**config.mk**
```make
export PLATFORM = sky130hd
export DESIGN_NAME = msad_decoder
export DESIGN_NICKNAME = d
export VERILOG_FILES = /design/src/msad_pkg.sv /design/src/msad_decoder.sv
export SDC_FILE = /design/constraint.sdc
export NUM_CORES = 1
export LEC_CHECK = 0
export BUFFER_PORTS_ARGS = -buffer_cell sky130_fd_sc_hd__buf_2
export CORE_ASPECT_RATIO = 1.25
export CORE_MARGIN = 3
export CORE_UTILIZATION = 45
export DETAILED_ROUTE_END_ITERATION = 16
export GPL_TIMING_DRIVEN = 0
export PLACE_DENSITY = 0.83
export SETUP_SLACK_MARGIN = 0.02
export SLEW_MARGIN = 15
export SYNTH_ARGS = -nofsm -noshare
export SYNTH_HDL_FRONTEND = slang
export SYNTH_SLANG_ARGS = --single-unit
```
**constraint.sdc**
```tcl
create_clock -name clock -period 2.55 [get_ports clock]
set_input_delay 0.255 -clock clock [delete_from_list [all_inputs] [get_ports clock]]
set_output_delay 0.255 -clock clock [all_outputs]
set_load 0.01 [all_outputs]
```
**src/msad_pkg.sv**
```systemverilog
package msad_pkg;
	// Address map constants
	localparam logic [7:0]  MSAD_REGION_ZERO     = 8'h00;
	localparam logic [7:0]  MSAD_REGION_ONE      = 8'h01;
	localparam logic [7:0]  MSAD_REGION_FE       = 8'hfe;
	localparam logic [7:0]  MSAD_REGION_TOP      = 8'hff;
	localparam logic [15:0] MSAD_BANK_LAST       = 16'h001f;
	localparam logic [15:0] MSAD_RAM_FIRST       = 16'h0020;
	localparam logic [15:0] MSAD_RAM_LAST        = 16'h041f;
	localparam logic [15:0] MSAD_BIT_LAST        = 16'h007f;
	localparam logic [15:0] MSAD_CODE_LAST       = 16'h3fff;
	localparam logic [15:0] MSAD_BANK_FIRST      = 16'h0000;
	localparam logic [15:0] MSAD_CODE_FIRST      = 16'h0000;
	localparam logic [23:0] MSAD_RESET_FETCH     = 24'hff0000;
	// Legacy space limits
	localparam logic [7:0]  MSAD_LEGACY_SFR_BASE = 8'h80;
	// Register file and special-function locations
	localparam logic [5:0]  MSAD_RF_REGION_LOC   = 6'h39;
	localparam logic [5:0]  MSAD_RF_BANK_LAST    = 6'h07;
	localparam logic [8:0]  MSAD_SFR_REGION_ADDR = 9'h084;
	localparam logic [8:0]  MSAD_SFR_LEGACY_BASE = 9'h080;
	localparam logic [7:0]  MSAD_REGION_RESET    = 8'h01;
	// Geometry the fixed decode serves
	localparam int          MSAD_RF_LOCS         = 64;
	localparam int          MSAD_SFR_LOCS        = 512;
	localparam int          MSAD_BANK_COUNT      = 4;
	// Access kinds
	typedef enum logic [2:0]
	{
		MSAD_ACC_FETCH      = 3'b000,
		MSAD_ACC_DATA       = 3'b001,
		MSAD_ACC_CODE_READ  = 3'b010,
		MSAD_ACC_EXT_MOVE   = 3'b011,
		MSAD_ACC_LEG_DIRECT = 3'b100,
		MSAD_ACC_LEG_INDIR  = 3'b101
	} msad_acc_t;
	// Targets
	typedef enum logic [2:0]
	{
		MSAD_TGT_NONE  = 3'b000,
		MSAD_TGT_BANK  = 3'b001,
		MSAD_TGT_RAM   = 3'b010,
		MSAD_TGT_CODE  = 3'b011,
		MSAD_TGT_EXT   = 3'b100,
		MSAD_TGT_SFR   = 3'b101,
		MSAD_TGT_RSVD  = 3'b110
	} msad_tgt_t;
endpackage

```
**src/msad_decoder.sv**
```systemverilog
`timescale 1ns/1ps
module msad_decoder
	import msad_pkg::*;
#(
	parameter int RF_LOCS    = MSAD_RF_LOCS,
	parameter int SFR_LOCS   = MSAD_SFR_LOCS,
	parameter int BANK_COUNT = MSAD_BANK_COUNT
)
(
	input  wire logic        clock,
	input  wire logic        nrst,
	input  wire logic        external_access_select,
	input  wire logic        acc_valid,
	input  wire logic [2:0]  acc_kind,
	input  wire logic [23:0] acc_addr,
	input  wire logic        acc_write,
	input  wire logic        acc_bit,
	input  wire logic [7:0]  acc_wdata,
	input  wire logic        bank_select_high,
	input  wire logic        bank_select_low,
	input  wire logic        rf_valid,
	input  wire logic [5:0]  rf_loc,
	output logic             sel_bank,
	output logic             sel_ram,
	output logic             sel_code,
	output logic             sel_ext,
	output logic             sel_sfr,
	output logic             sel_rsvd,
	output logic             sel_bit_ok,
	output logic             sel_write_en,
	output logic             sel_fault,
	output logic [23:0]      mem_addr,
	output logic [8:0]       sfr_addr,
	output logic             rf_in_mem,
	output logic [23:0]      rf_mem_addr,
	output logic [7:0]       region_byte,
	output logic [23:0]      fetch_start
);

	// Refuse a geometry that the fixed decode cannot serve
	if (RF_LOCS != MSAD_RF_LOCS || SFR_LOCS != MSAD_SFR_LOCS ||
		BANK_COUNT != MSAD_BANK_COUNT)
	begin : g_geometry_check
		$error("msad_decoder decode is fixed to the documented geometry");
	end

	// Region byte and strap state
	logic [7:0]  region_r;
	logic [7:0]  region_nxt;
	logic        ea_r;
	logic        ea_nxt;
	logic        rst_seen_r;
	logic        rst_seen_nxt;

	// Reset fetch address, held in a flop
	logic [23:0] fetch_r;
	logic [23:0] fetch_nxt;

	// Registered outputs
	logic [6:0]  sel_nxt;
	logic        bit_nxt;
	logic        wen_nxt;
	logic        fault_nxt;
	logic [23:0] maddr_nxt;
	logic [8:0]  saddr_nxt;
	logic        rfm_nxt;
	logic [23:0] rfa_nxt;
	logic [6:0]  sel_r;
	logic        bit_r;
	logic        wen_r;
	logic        fault_r;
	logic [23:0] maddr_r;
	logic [8:0]  saddr_r;
	logic        rfm_r;
	logic [23:0] rfa_r;

	// Offset inside a closed span
	function automatic logic in_span(input logic [15:0] off, input logic [15:0] lo,
		input logic [15:0] hi);
		in_span = off >= lo && off <= hi;
	endfunction

	// Region outside the four usable ones
	function automatic logic is_reserved(input logic [7:0] rg);
		is_reserved = rg != MSAD_REGION_ZERO && rg != MSAD_REGION_ONE &&
			rg != MSAD_REGION_FE && rg != MSAD_REGION_TOP;
	endfunction

	// Byte offset placed at the bottom of region zero
	function automatic logic [23:0] legacy_internal(input logic [7:0] off);
		legacy_internal = {MSAD_REGION_ZERO, 8'h00, off};
	endfunction

	// Legacy data kinds, which must not reach code memory
	function automatic logic legacy_data(input logic [2:0] k);
		legacy_data = k == MSAD_ACC_EXT_MOVE || k == MSAD_ACC_LEG_DIRECT ||
			k == MSAD_ACC_LEG_INDIR;
	endfunction

	// Write landing on the region byte at its special-function address
	function automatic logic region_write(input logic [2:0] k, input logic [23:0] a);
		region_write = 1'b0;
		if (k == MSAD_ACC_LEG_DIRECT && {1'b0, a[7:0]} == MSAD_SFR_REGION_ADDR)
			region_write = 1'b1;
		else if (k > MSAD_ACC_LEG_INDIR && a[8:0] == MSAD_SFR_REGION_ADDR)
			region_write = 1'b1;
	endfunction

	// Decode a flat address into a target
	function automatic msad_tgt_t mem_target(input logic [23:0] a, input logic fetch,
		input logic ea);
		logic [7:0]  rg;
		logic [15:0] off;
		rg  = a[23:16];
		off = a[15:0];
		mem_target = MSAD_TGT_EXT;
		if (rg == MSAD_REGION_ZERO && in_span(off, MSAD_BANK_FIRST, MSAD_BANK_LAST))
			mem_target = MSAD_TGT_BANK;
		else if (rg == MSAD_REGION_ZERO && in_span(off, MSAD_RAM_FIRST, MSAD_RAM_LAST))
			mem_target = fetch ? MSAD_TGT_EXT : MSAD_TGT_RAM;
		else if (rg == MSAD_REGION_TOP && in_span(off, MSAD_CODE_FIRST, MSAD_CODE_LAST))
			mem_target = ea ? MSAD_TGT_CODE : MSAD_TGT_EXT;
		else if (is_reserved(rg))
			mem_target = MSAD_TGT_RSVD;
	endfunction

	// Region byte writes, strap capture at reset release, fetch start hold
	always_comb
	begin
		region_nxt   = region_r;
		ea_nxt       = ea_r;
		rst_seen_nxt = 1'b1;
		fetch_nxt    = fetch_r;
		if (!rst_seen_r)
			ea_nxt = external_access_select;
		if (acc_valid && acc_write && region_write(acc_kind, acc_addr))
			region_nxt = acc_wdata;
	end

	// Region, strap and fetch start registers
	always_ff @(posedge clock or negedge nrst)
	begin
		if (!nrst)
		begin
			region_r   <= MSAD_REGION_RESET;
			ea_r       <= 1'b0;
			rst_seen_r <= 1'b0;
			fetch_r    <= MSAD_RESET_FETCH;
		end
		else
		begin
			region_r   <= region_nxt;
			ea_r       <= ea_nxt;
			rst_seen_r <= rst_seen_nxt;
			fetch_r    <= fetch_nxt;
		end
	end

	// Access decode
	always_comb
	begin
		msad_tgt_t   t;
		logic [23:0] a;
		t         = MSAD_TGT_NONE;
		a         = acc_addr;
		saddr_nxt = 9'h000;
		fault_nxt = 1'b0;
		case (msad_acc_t'(acc_kind))
			MSAD_ACC_FETCH:
			begin
				t = mem_target(a, 1'b1, ea_r);
			end
			MSAD_ACC_DATA:
			begin
				t = mem_target(a, 1'b0, ea_r);
			end
			MSAD_ACC_CODE_READ:
			begin
				a = {MSAD_REGION_TOP, acc_addr[15:0]};
				t = mem_target(a, 1'b0, ea_r);
			end
			MSAD_ACC_EXT_MOVE:
			begin
				a = {region_r, acc_addr[15:0]};
				t = mem_target(a, 1'b0, ea_r);
			end
			MSAD_ACC_LEG_DIRECT:
			begin
				if (acc_addr[7:0] >= MSAD_LEGACY_SFR_BASE)
				begin
					t         = MSAD_TGT_SFR;
					saddr_nxt = MSAD_SFR_LEGACY_BASE | {1'b0, acc_addr[7:0]};
				end
				else
				begin
					a = legacy_internal(acc_addr[7:0]);
					t = mem_target(a, 1'b0, ea_r);
				end
			end
			MSAD_ACC_LEG_INDIR:
			begin
				a = legacy_internal(acc_addr[7:0]);
				t = mem_target(a, 1'b0, ea_r);
			end
			default:
			begin
				t         = MSAD_TGT_SFR;
				saddr_nxt = acc_addr[8:0];
			end
		endcase
		// Code memory reached by a legacy data kind is flagged
		if (acc_valid && t == MSAD_TGT_CODE && legacy_data(acc_kind))
			fault_nxt = 1'b1;
		if (!acc_valid)
			t = MSAD_TGT_NONE;
		sel_nxt = 7'h00;
		if (t != MSAD_TGT_NONE)
			sel_nxt[t] = 1'b1;
		bit_nxt = acc_valid && acc_bit && t == MSAD_TGT_RAM &&
			a[15:0] <= MSAD_BIT_LAST;
		wen_nxt = acc_valid && acc_write && t != MSAD_TGT_RSVD &&
			t != MSAD_TGT_CODE;
		maddr_nxt = a;
	end

	// Register file to memory alias
	always_comb
	begin
		rfm_nxt = rf_valid && rf_loc <= MSAD_RF_BANK_LAST;
		rfa_nxt = legacy_internal({3'b000, bank_select_high, bank_select_low,
			rf_loc[2:0]});
	end

	// Decode result registers
	always_ff @(posedge clock or negedge nrst)
	begin
		if (!nrst)
		begin
			sel_r   <= 7'h00;
			bit_r   <= 1'b0;
			wen_r   <= 1'b0;
			fault_r <= 1'b0;
			maddr_r <= 24'h000000;
			saddr_r <= 9'h000;
			rfm_r   <= 1'b0;
			rfa_r   <= 24'h000000;
		end
		else
		begin
			sel_r   <= sel_nxt;
			bit_r   <= bit_nxt;
			wen_r   <= wen_nxt;
			fault_r <= fault_nxt;
			maddr_r <= maddr_nxt;
			saddr_r <= saddr_nxt;
			rfm_r   <= rfm_nxt;
			rfa_r   <= rfa_nxt;
		end
	end

	// Output mapping; region byte at legacy direct 84 and S:084 is one flop
	assign sel_bank     = sel_r[MSAD_TGT_BANK];
	assign sel_ram      = sel_r[MSAD_TGT_RAM];
	assign sel_code     = sel_r[MSAD_TGT_CODE];
	assign sel_ext      = sel_r[MSAD_TGT_EXT];
	assign sel_sfr      = sel_r[MSAD_TGT_SFR];
	assign sel_rsvd     = sel_r[MSAD_TGT_RSVD];
	assign sel_bit_ok   = bit_r;
	assign sel_write_en = wen_r;
	assign sel_fault    = fault_r;
	assign mem_addr     = maddr_r;
	assign sfr_addr     = saddr_r;
	assign rf_in_mem    = rfm_r;
	assign rf_mem_addr  = rfa_r;
	assign region_byte  = region_r;
	assign fetch_start  = fetch_r;

endmodule

```
==> results of run 1 <==
[power groups by stage]
| stage | Clock [mW] | Combinational (mW) | Sequential, mW |
|---|---|---|---|
| finish | 0.918 | 0.353 | 0.980 |
| global placement | 0 | 0.336 | 0.997 |
| global route | 0.979 | 0.386 | 0.985 |
| floorplan | 0 | 0.180 | 1.02 |
| detailed placement | 0 | 0.348 | 0.998 |
| CTS | 0.936 | 0.350 | 0.981 |
[registers in the layout (all words and copies together) (netlist names)]
register and flops:
sel_r 6, region_byte 8, rf_mem_addr 5, sel_fault 1, sel_write_en 1, sfr_addr 9, rst_seen_r 1, sel_bit_ok 1
mem_addr 24, rf_in_mem 1, ea_r 1
[final cells by class]
cell class / instances / area (um2) / share of cell area, %
clock inverters: 7 / 93.8 / 2.46
multi-input cells: 175 / 1080 / 28.4
repair buffers: 106 / 556 / 14.6
inverters: 11 / 43.8 / 1.15
clock buffers: 9 / 124 / 3.25
plain buffers: 51 / 354 / 9.30
well taps: 82 / 103 / 2.69
flip-flops and latches: 58 / 1450 / 38.1
[worst max-delay path by stage]
stage                                     from             endpoint  cells past startpoint
CTS                 region_byte[1]$_DFFE_PN0P_   sel_r[3]$_DFF_PN0_                      6
global route        region_byte[2]$_DFFE_PN0P_   sel_r[3]$_DFF_PN0_                      6
floorplan                         acc_addr[20]  sel_fault$_DFF_PN0_                      6
finish              region_byte[1]$_DFFE_PN0P_   sel_r[3]$_DFF_PN0_                      6
global placement                  acc_addr[20]   sel_r[3]$_DFF_PN0_                      8
detailed placement                acc_addr[20]   sel_r[3]$_DFF_PN0_                      8
[metal layers]
metal / part of all wire [%] / vias up / track usage [%]
li1: - / 1115 / -
met1: 38 / 1094 / 21.9
met2: 51 / 145 / 33.9
met3: 9.4 / 16 / 6.43
met4: 2.5 / 0 / 10.1
met5: 0 / - / 0
[synthesized netlist by cell type, drive strengths merged (2+ instances only)]
master	n	area, um2
a21oi	14	73.8
nand2b	3	18.8
and2	16	100
nor3b	3	22.5
nor3	8	45.0
nor4	3	25.0
conb	2	7.51
nor4b	3	41.3
nand2	5	18.8
inv	11	43.8
o2bb2ai	2	17.5
nand3	2	10.0
nor2	7	26.3
and3	2	12.5
nand4bb	2	22.5
a221oi	8	70.1
mux2	9	101
or4	3	30.0
nand4	6	37.5
dfrtp	57	1430
nor2b	3	18.8
o21ai	13	65.1
clkbuf	7	26.3
or3	7	45.1
buf	44	328
[critical path, stage by stage, from the launching register on]
cell and delay [ps]:
dfrtp_1 410, or4_1 560, nor3_1 350, a31o_2 230, a311o_1 290, nand2_1 190, nor3b_1 240
[through the flow]
step,setup slack [ps],power (mW)
after floorplan,387,1.20
after global placement,130,1.33
after detailed placement,121,1.35
after CTS,228,2.27
after global routing,70.9,2.35
final,196,2.25
[cells by family (layout without fill, tap and decap cells)]
family / after synthesis / in the layout
other cells: 2 / 44
flops: 58 / 58
simple gates: 74 / 74
mux: 9 / 9
buf+inv: 62 / 184
xor+xnor: 1 / 1
compound gates: 47 / 47
==> impl_results.md, run 1 <==
* Post-route cell area at roughly 0.0038 mm2
* Vias per inst at around 4.7
* Routed WL at 6930 um
* Nets@finish at between 400 and 500
* Synthesized area at between 0.002 and 0.003 mm2
* Switching Share at roughly a quarter
* Slew HR at 64.3%
* Period utilisation layout at between 90% and 100%
* Critical path class: flop to flop
* Most common cell after layout, fill and taps aside: buf_2
* Reg-to-reg endpoint: sel_r[3]$_DFF_PN0_
* ANT cells at 0
* #FFs+latches synth at 58
* Drt drc at 0
* Static leakage at roughly 2.0 nW
* WHS Endpoint: rf_mem_addr[4]$_DFF_PN0_
* Status: complete, no violations
* CTS root buf: clkbuf_8
* WP data required at about 2800 ps
* CTS Sinks at just under 60
* PortBufs at ~100
* Number of antenna violations at the first check in global routing at 0
* RSZ-0062 raised after global routing: no
* Initial Util at 47.1%
* Layout cells sized above 1 at between 40% and 50%
* Number of synthesized flops with an enable pin at 0
* DRT iter0 DRCs at 98
* Final setup viols at 0
* Int Pwr at between 1.5 and 2 mW
* Worst setup EP type: flop
* Vias in the first global route at 2411
* Worst Hold Depth at 1
* Non-filler cells, final at 499
* First-pass GRT wire length at roughly 11000 um
* DP Cell Count at 481
* Core ar. at around 0.0059 mm2
* Cts repair resizes at 0
* Die Wd at around 76 um
* Final count of hold timing violations at 0
* Synth warnings at 0
* Post-route ant nets at 0
* RD Place Congestion at 0.921
* # rows at 31
* NetSw at 580 uW
* Most frequent cells in the layout: buf_2 (104), dfrtp_1 (57), conb_1 (44)
* Critical Path AT at 2600 ps
* Gate power share at between 10% and 20%
* Clock power share at between 40% and 50%
* Placed inst area at around 0.0036 mm2
* Adder-cell area share of the yosys netlist at 0%
* Pre-antenna DRT Iters at 4
* CTS max path bufs at 2
* Largest net degree at the start of global routing at 37
* P&R area growth vs syn at 37.2%
* Compound-Gate Fraction of Synth Area at a little under an eighth
* Reg-to-Reg Start: region_byte[1]$_DFFE_PN0P_
* H-tree depth at 3
* Mux contribution to synthesized area at about 3.7%
* Die ar. at 0.00715 mm2
* Simple-Gate Fraction of Synth Area at about 17%
* Slew @ Worst Pin at 532 ps
* Hold path start: bank_select_high
* Final Util at around 65%
* Gr usage total at between 10% and 20%
* XOR/XNOR Fraction of Synth Area at less than 1%
* TNS Setup at 0 ps
* Register area share after synthesis at 52.3%
* Sequential Power Share at between 40% and 50%
* Worst Path Max Fanout at 5
* Overflow after GRT at 0
* HP Class: primary input to flop
* Max IR drop VDD at 0.261 mV
* Max-slew violation count at 0
* Die extent in y at 93.8 um
* Combinational family with the most area after synthesis: simple AND/OR/NAND/NOR gates
* Main synth FF type: dfrtp_1
* Hold buffer count at cts at 1
* Synthesized instance count at 253
* Synthesized area per cell at 11.0 um2
* Worst hold slack at around 17 ps
* Setup Buffers After CTS at 0
* Cell variety after synth at 47
* Fillers at 503
* F_max at 425 MHz
* Inserted Clock Buffers at 9
* Fraction of registers with async set/reset at 100%
* CP startpoint kind: flop
* Clk_lat worst skew at between 300 and 400 ps
* CTS clk-pin slew, worst paths at around 70 ps
* Clock Skew at 5.93 ps
* Detail Placement HPWL at around 5600 um
* R2r setup slk at roughly 200 ps
* Io pins at 149
* R2R cell count at 6
* CTS tree: built
* Max-Cap Viols at 0
* Fin crit period at 2350 ps
* Power Density at between 500 and 600 mW/mm2
* Drt wl/cell at ~14 um
* Routed vias at approximately 2400
No activity file was read; power rests on OpenSTA's default activity.
==> run 2, diff against run 1 <==
- CELL_PAD_IN_SITES_DETAIL_PLACEMENT: not set -> 0
- CELL_PAD_IN_SITES_GLOBAL_PLACEMENT: not set -> 1
- CORE_UTILIZATION: 45 -> 33
==> run 2 against run 1 <==
  * First-iteration DRC count grew 70%
  * Utilization shrank 17 points
  * Non-clock buffer count shrank 2
  * Combinational power shrank 2%
  * Sequential power is essentially flat
  * Total power grew 1.5%
  * Routed wire length shrank 2.6%
  * Clock-buffer cell count grew 3
  * Largest cell class unchanged
==> impl_results.md, run 2 (synthesis results as in run 1) <==
* Worst Path Max Fanout at 5
* H-tree depth at 3
* Detail Placement HPWL at between 5000 and 6000 um
* Nets@finish at 460
* Final count of hold timing violations at 0
* CTS Sinks at 58
* Max-slew violation count at 0
* Final setup viols at 0
* Routed vias at between 2000 and 2500
* CTS max path bufs at 2
* DRT iter0 DRCs at 167
* Vias per inst at roughly 4.5
* RD Place Congestion at between 0.8 and 0.9
* Seq. cell area at ~0.0015 mm2
* Routed WL at about 6800 um
* CTS clk-pin slew, worst paths at roughly 60 ps
* Max IR drop VDD at ~0.23 mV
* Number of antenna violations at the first check in global routing at 0
* RSZ-0062 raised after global routing: no
* Drt drc at 0
* Period utilisation layout at 89.0%
* Post-route ant nets at 0
* Worst path max stage delay at 590 ps
* ANT cells at 0
* Fillers at 740
* Slew HR at a little over half
* CP startpoint kind: flop
* Power Density at around 600 mW/mm2
* Slew @ Worst Pin at 703 ps
* Io pins at 149
* HP Class: primary input to flop
* Area of the multi-input gates at around 0.0011 mm2
* Layout cells sized above 1 at between 40 and 50%
* Static leakage at 2.03 nW
* CTS tree: built
* Largest register FFs at 24
* Inserted Clock Buffers at 9
* First-pass GRT wire length at 10200 um
* Largest net degree at the start of global routing at about 60
* Most frequent cells in the layout: buf_2 (103), dfrtp_1 (57), buf_4 (44), conb_1 (44), and2_1 (16)
* Die extent in y at approximately 110 um
* CTS root buf: clkbuf_8
* Worst setup EP type: flop
* Gr usage total at 14.1%
* F_max at around 440 MHz
* Status: complete, no violations
* # rows at 36
* Max-Cap Viols at 0
* Most common cell after layout, fill and taps aside: buf_2
* Clock Skew at approximately 7 ps
* Power Total at 2.28 mW
* Setup Buffers After CTS at 0
* Critical Path, Cell by Cell: or4_1 > nor3_2 > a31o_2 > a311o_1 > nand2_1 > nor4b_4
* Critical Path AT at roughly 2500 ps
* Drt wl/cell at about 13 um
* Die ar. at around 0.0096 mm2
* Crit path max-delay cell type: or4_1
* Die Wd at around 88 um
* Clk_lat worst skew at approximately 330 ps
* Pre-antenna DRT Iters at 4
* Core ar. at 0.00797 mm2
* Initial Util at approximately a third
* Vias in the first global route at 2164
* PortBufs at between 100 and 150
* TNS Setup at 0 ps
* Overflow after GRT at 0
* P&R area growth vs syn at 37.4%
* Fin crit period at roughly 2300 ps
* WP data required at between 2000 and 3000 ps
* Critical path class: flop to flop
[run 2: cell count changes in the layout (fill, tap and decap cells not counted)]
| cell | previous run | this run |
|---|---|---|
| clkbuf_8 | 9 | 11 |
| clkinvlp_4 | 2 | 0 |
| buf_12 | 1 | 0 |
| buf_2 | 104 | 103 |
| buf_4 | 43 | 44 |
| clkbuf_1 | 7 | 8 |
| clkinv_2 | 2 | 1 |
| dlygate4sd3_1 | 2 | 1 |
| nor3_1 | 7 | 6 |
| nor3_2 | 1 | 2 |
[run 2: timing repair]
item,CTS,global route
gates resized for setup,0,1
hold buffers,1,0
hold endpoints to repair,57,0
endpoints found under the setup margin,0,3
[run 2: cell type report]
class / count / share of cell area, %
flip-flops and latches: 58 / 38.1
multi-input cells: 175 / 28.5
repair buffers: 104 / 13.8
plain buffers: 51 / 9.28
clock buffers: 12 / 4.07
well taps: 95 / 3.12
clock inverters: 4 / 1.94
inverters: 11 / 1.15
[run 2: path summary, 6_finish.rpt]
path / startpoint / slack [ps] / end / depth (start not counted)
max reg2reg: region_byte[1]$_DFFE_PN0P_ / 280 / sel_fault$_DFF_PN0_ / 6
min reg2reg: rst_seen_r$_DFF_PN0_ / 500 / ea_r$_DFFE_PN0N_ / 1
max: region_byte[1]$_DFFE_PN0P_ / 280 / sel_fault$_DFF_PN0_ / 6
max in group asynchronous: nrst / 1570 / sfr_addr[0]$_DFF_PN0_ / 2
min: rf_loc[2] / 30 / rf_mem_addr[2]$_DFF_PN0_ / 1
min in group asynchronous: nrst / 520 / mem_addr[8]$_DFF_PN0_ / 2
[run 2: power breakdown]
part           switching, mW  internal, mW  total (mW)  leakage [nW]
clock                  0.356         0.604       0.960         0.117
combinational          0.193         0.153       0.346          1.18
sequential            0.0125         0.967       0.980         0.734
total                  0.561          1.72        2.28          2.03
[run 2: critical path: cells and delay by family, from the launching register on]
kind | cells | cell delay (ps)
AOI/OAI and AO/OA | 2 | 500
DFF | 1 | 420
and+or+nand+nor | 4 | 1270
[run 2: layer usage]
layer / part of all wire (%) / track usage, % / up-vias
met3: 10 / 4.95 / 9
met2: 47 / 23.2 / 127
li1: - / - / 1118
met1: 40 / 16.3 / 1032
met5: 0 / 0 / -
met4: 2.0 / 6.26 / 0
[run 2: metrics by stage]
step	instances	cell area, um2	setup slack, ps	utilization (%)	hold slack, ps
floorplan	295	2930	387	-	-40.6
global placement	493	3570	150	44.7	364
detailed placement	493	3570	117	44.8	353
CTS	510	3810	157	47.8	9.79
global route	510	3810	115	47.8	7.13
finish	510	3810	281	47.8	26.6
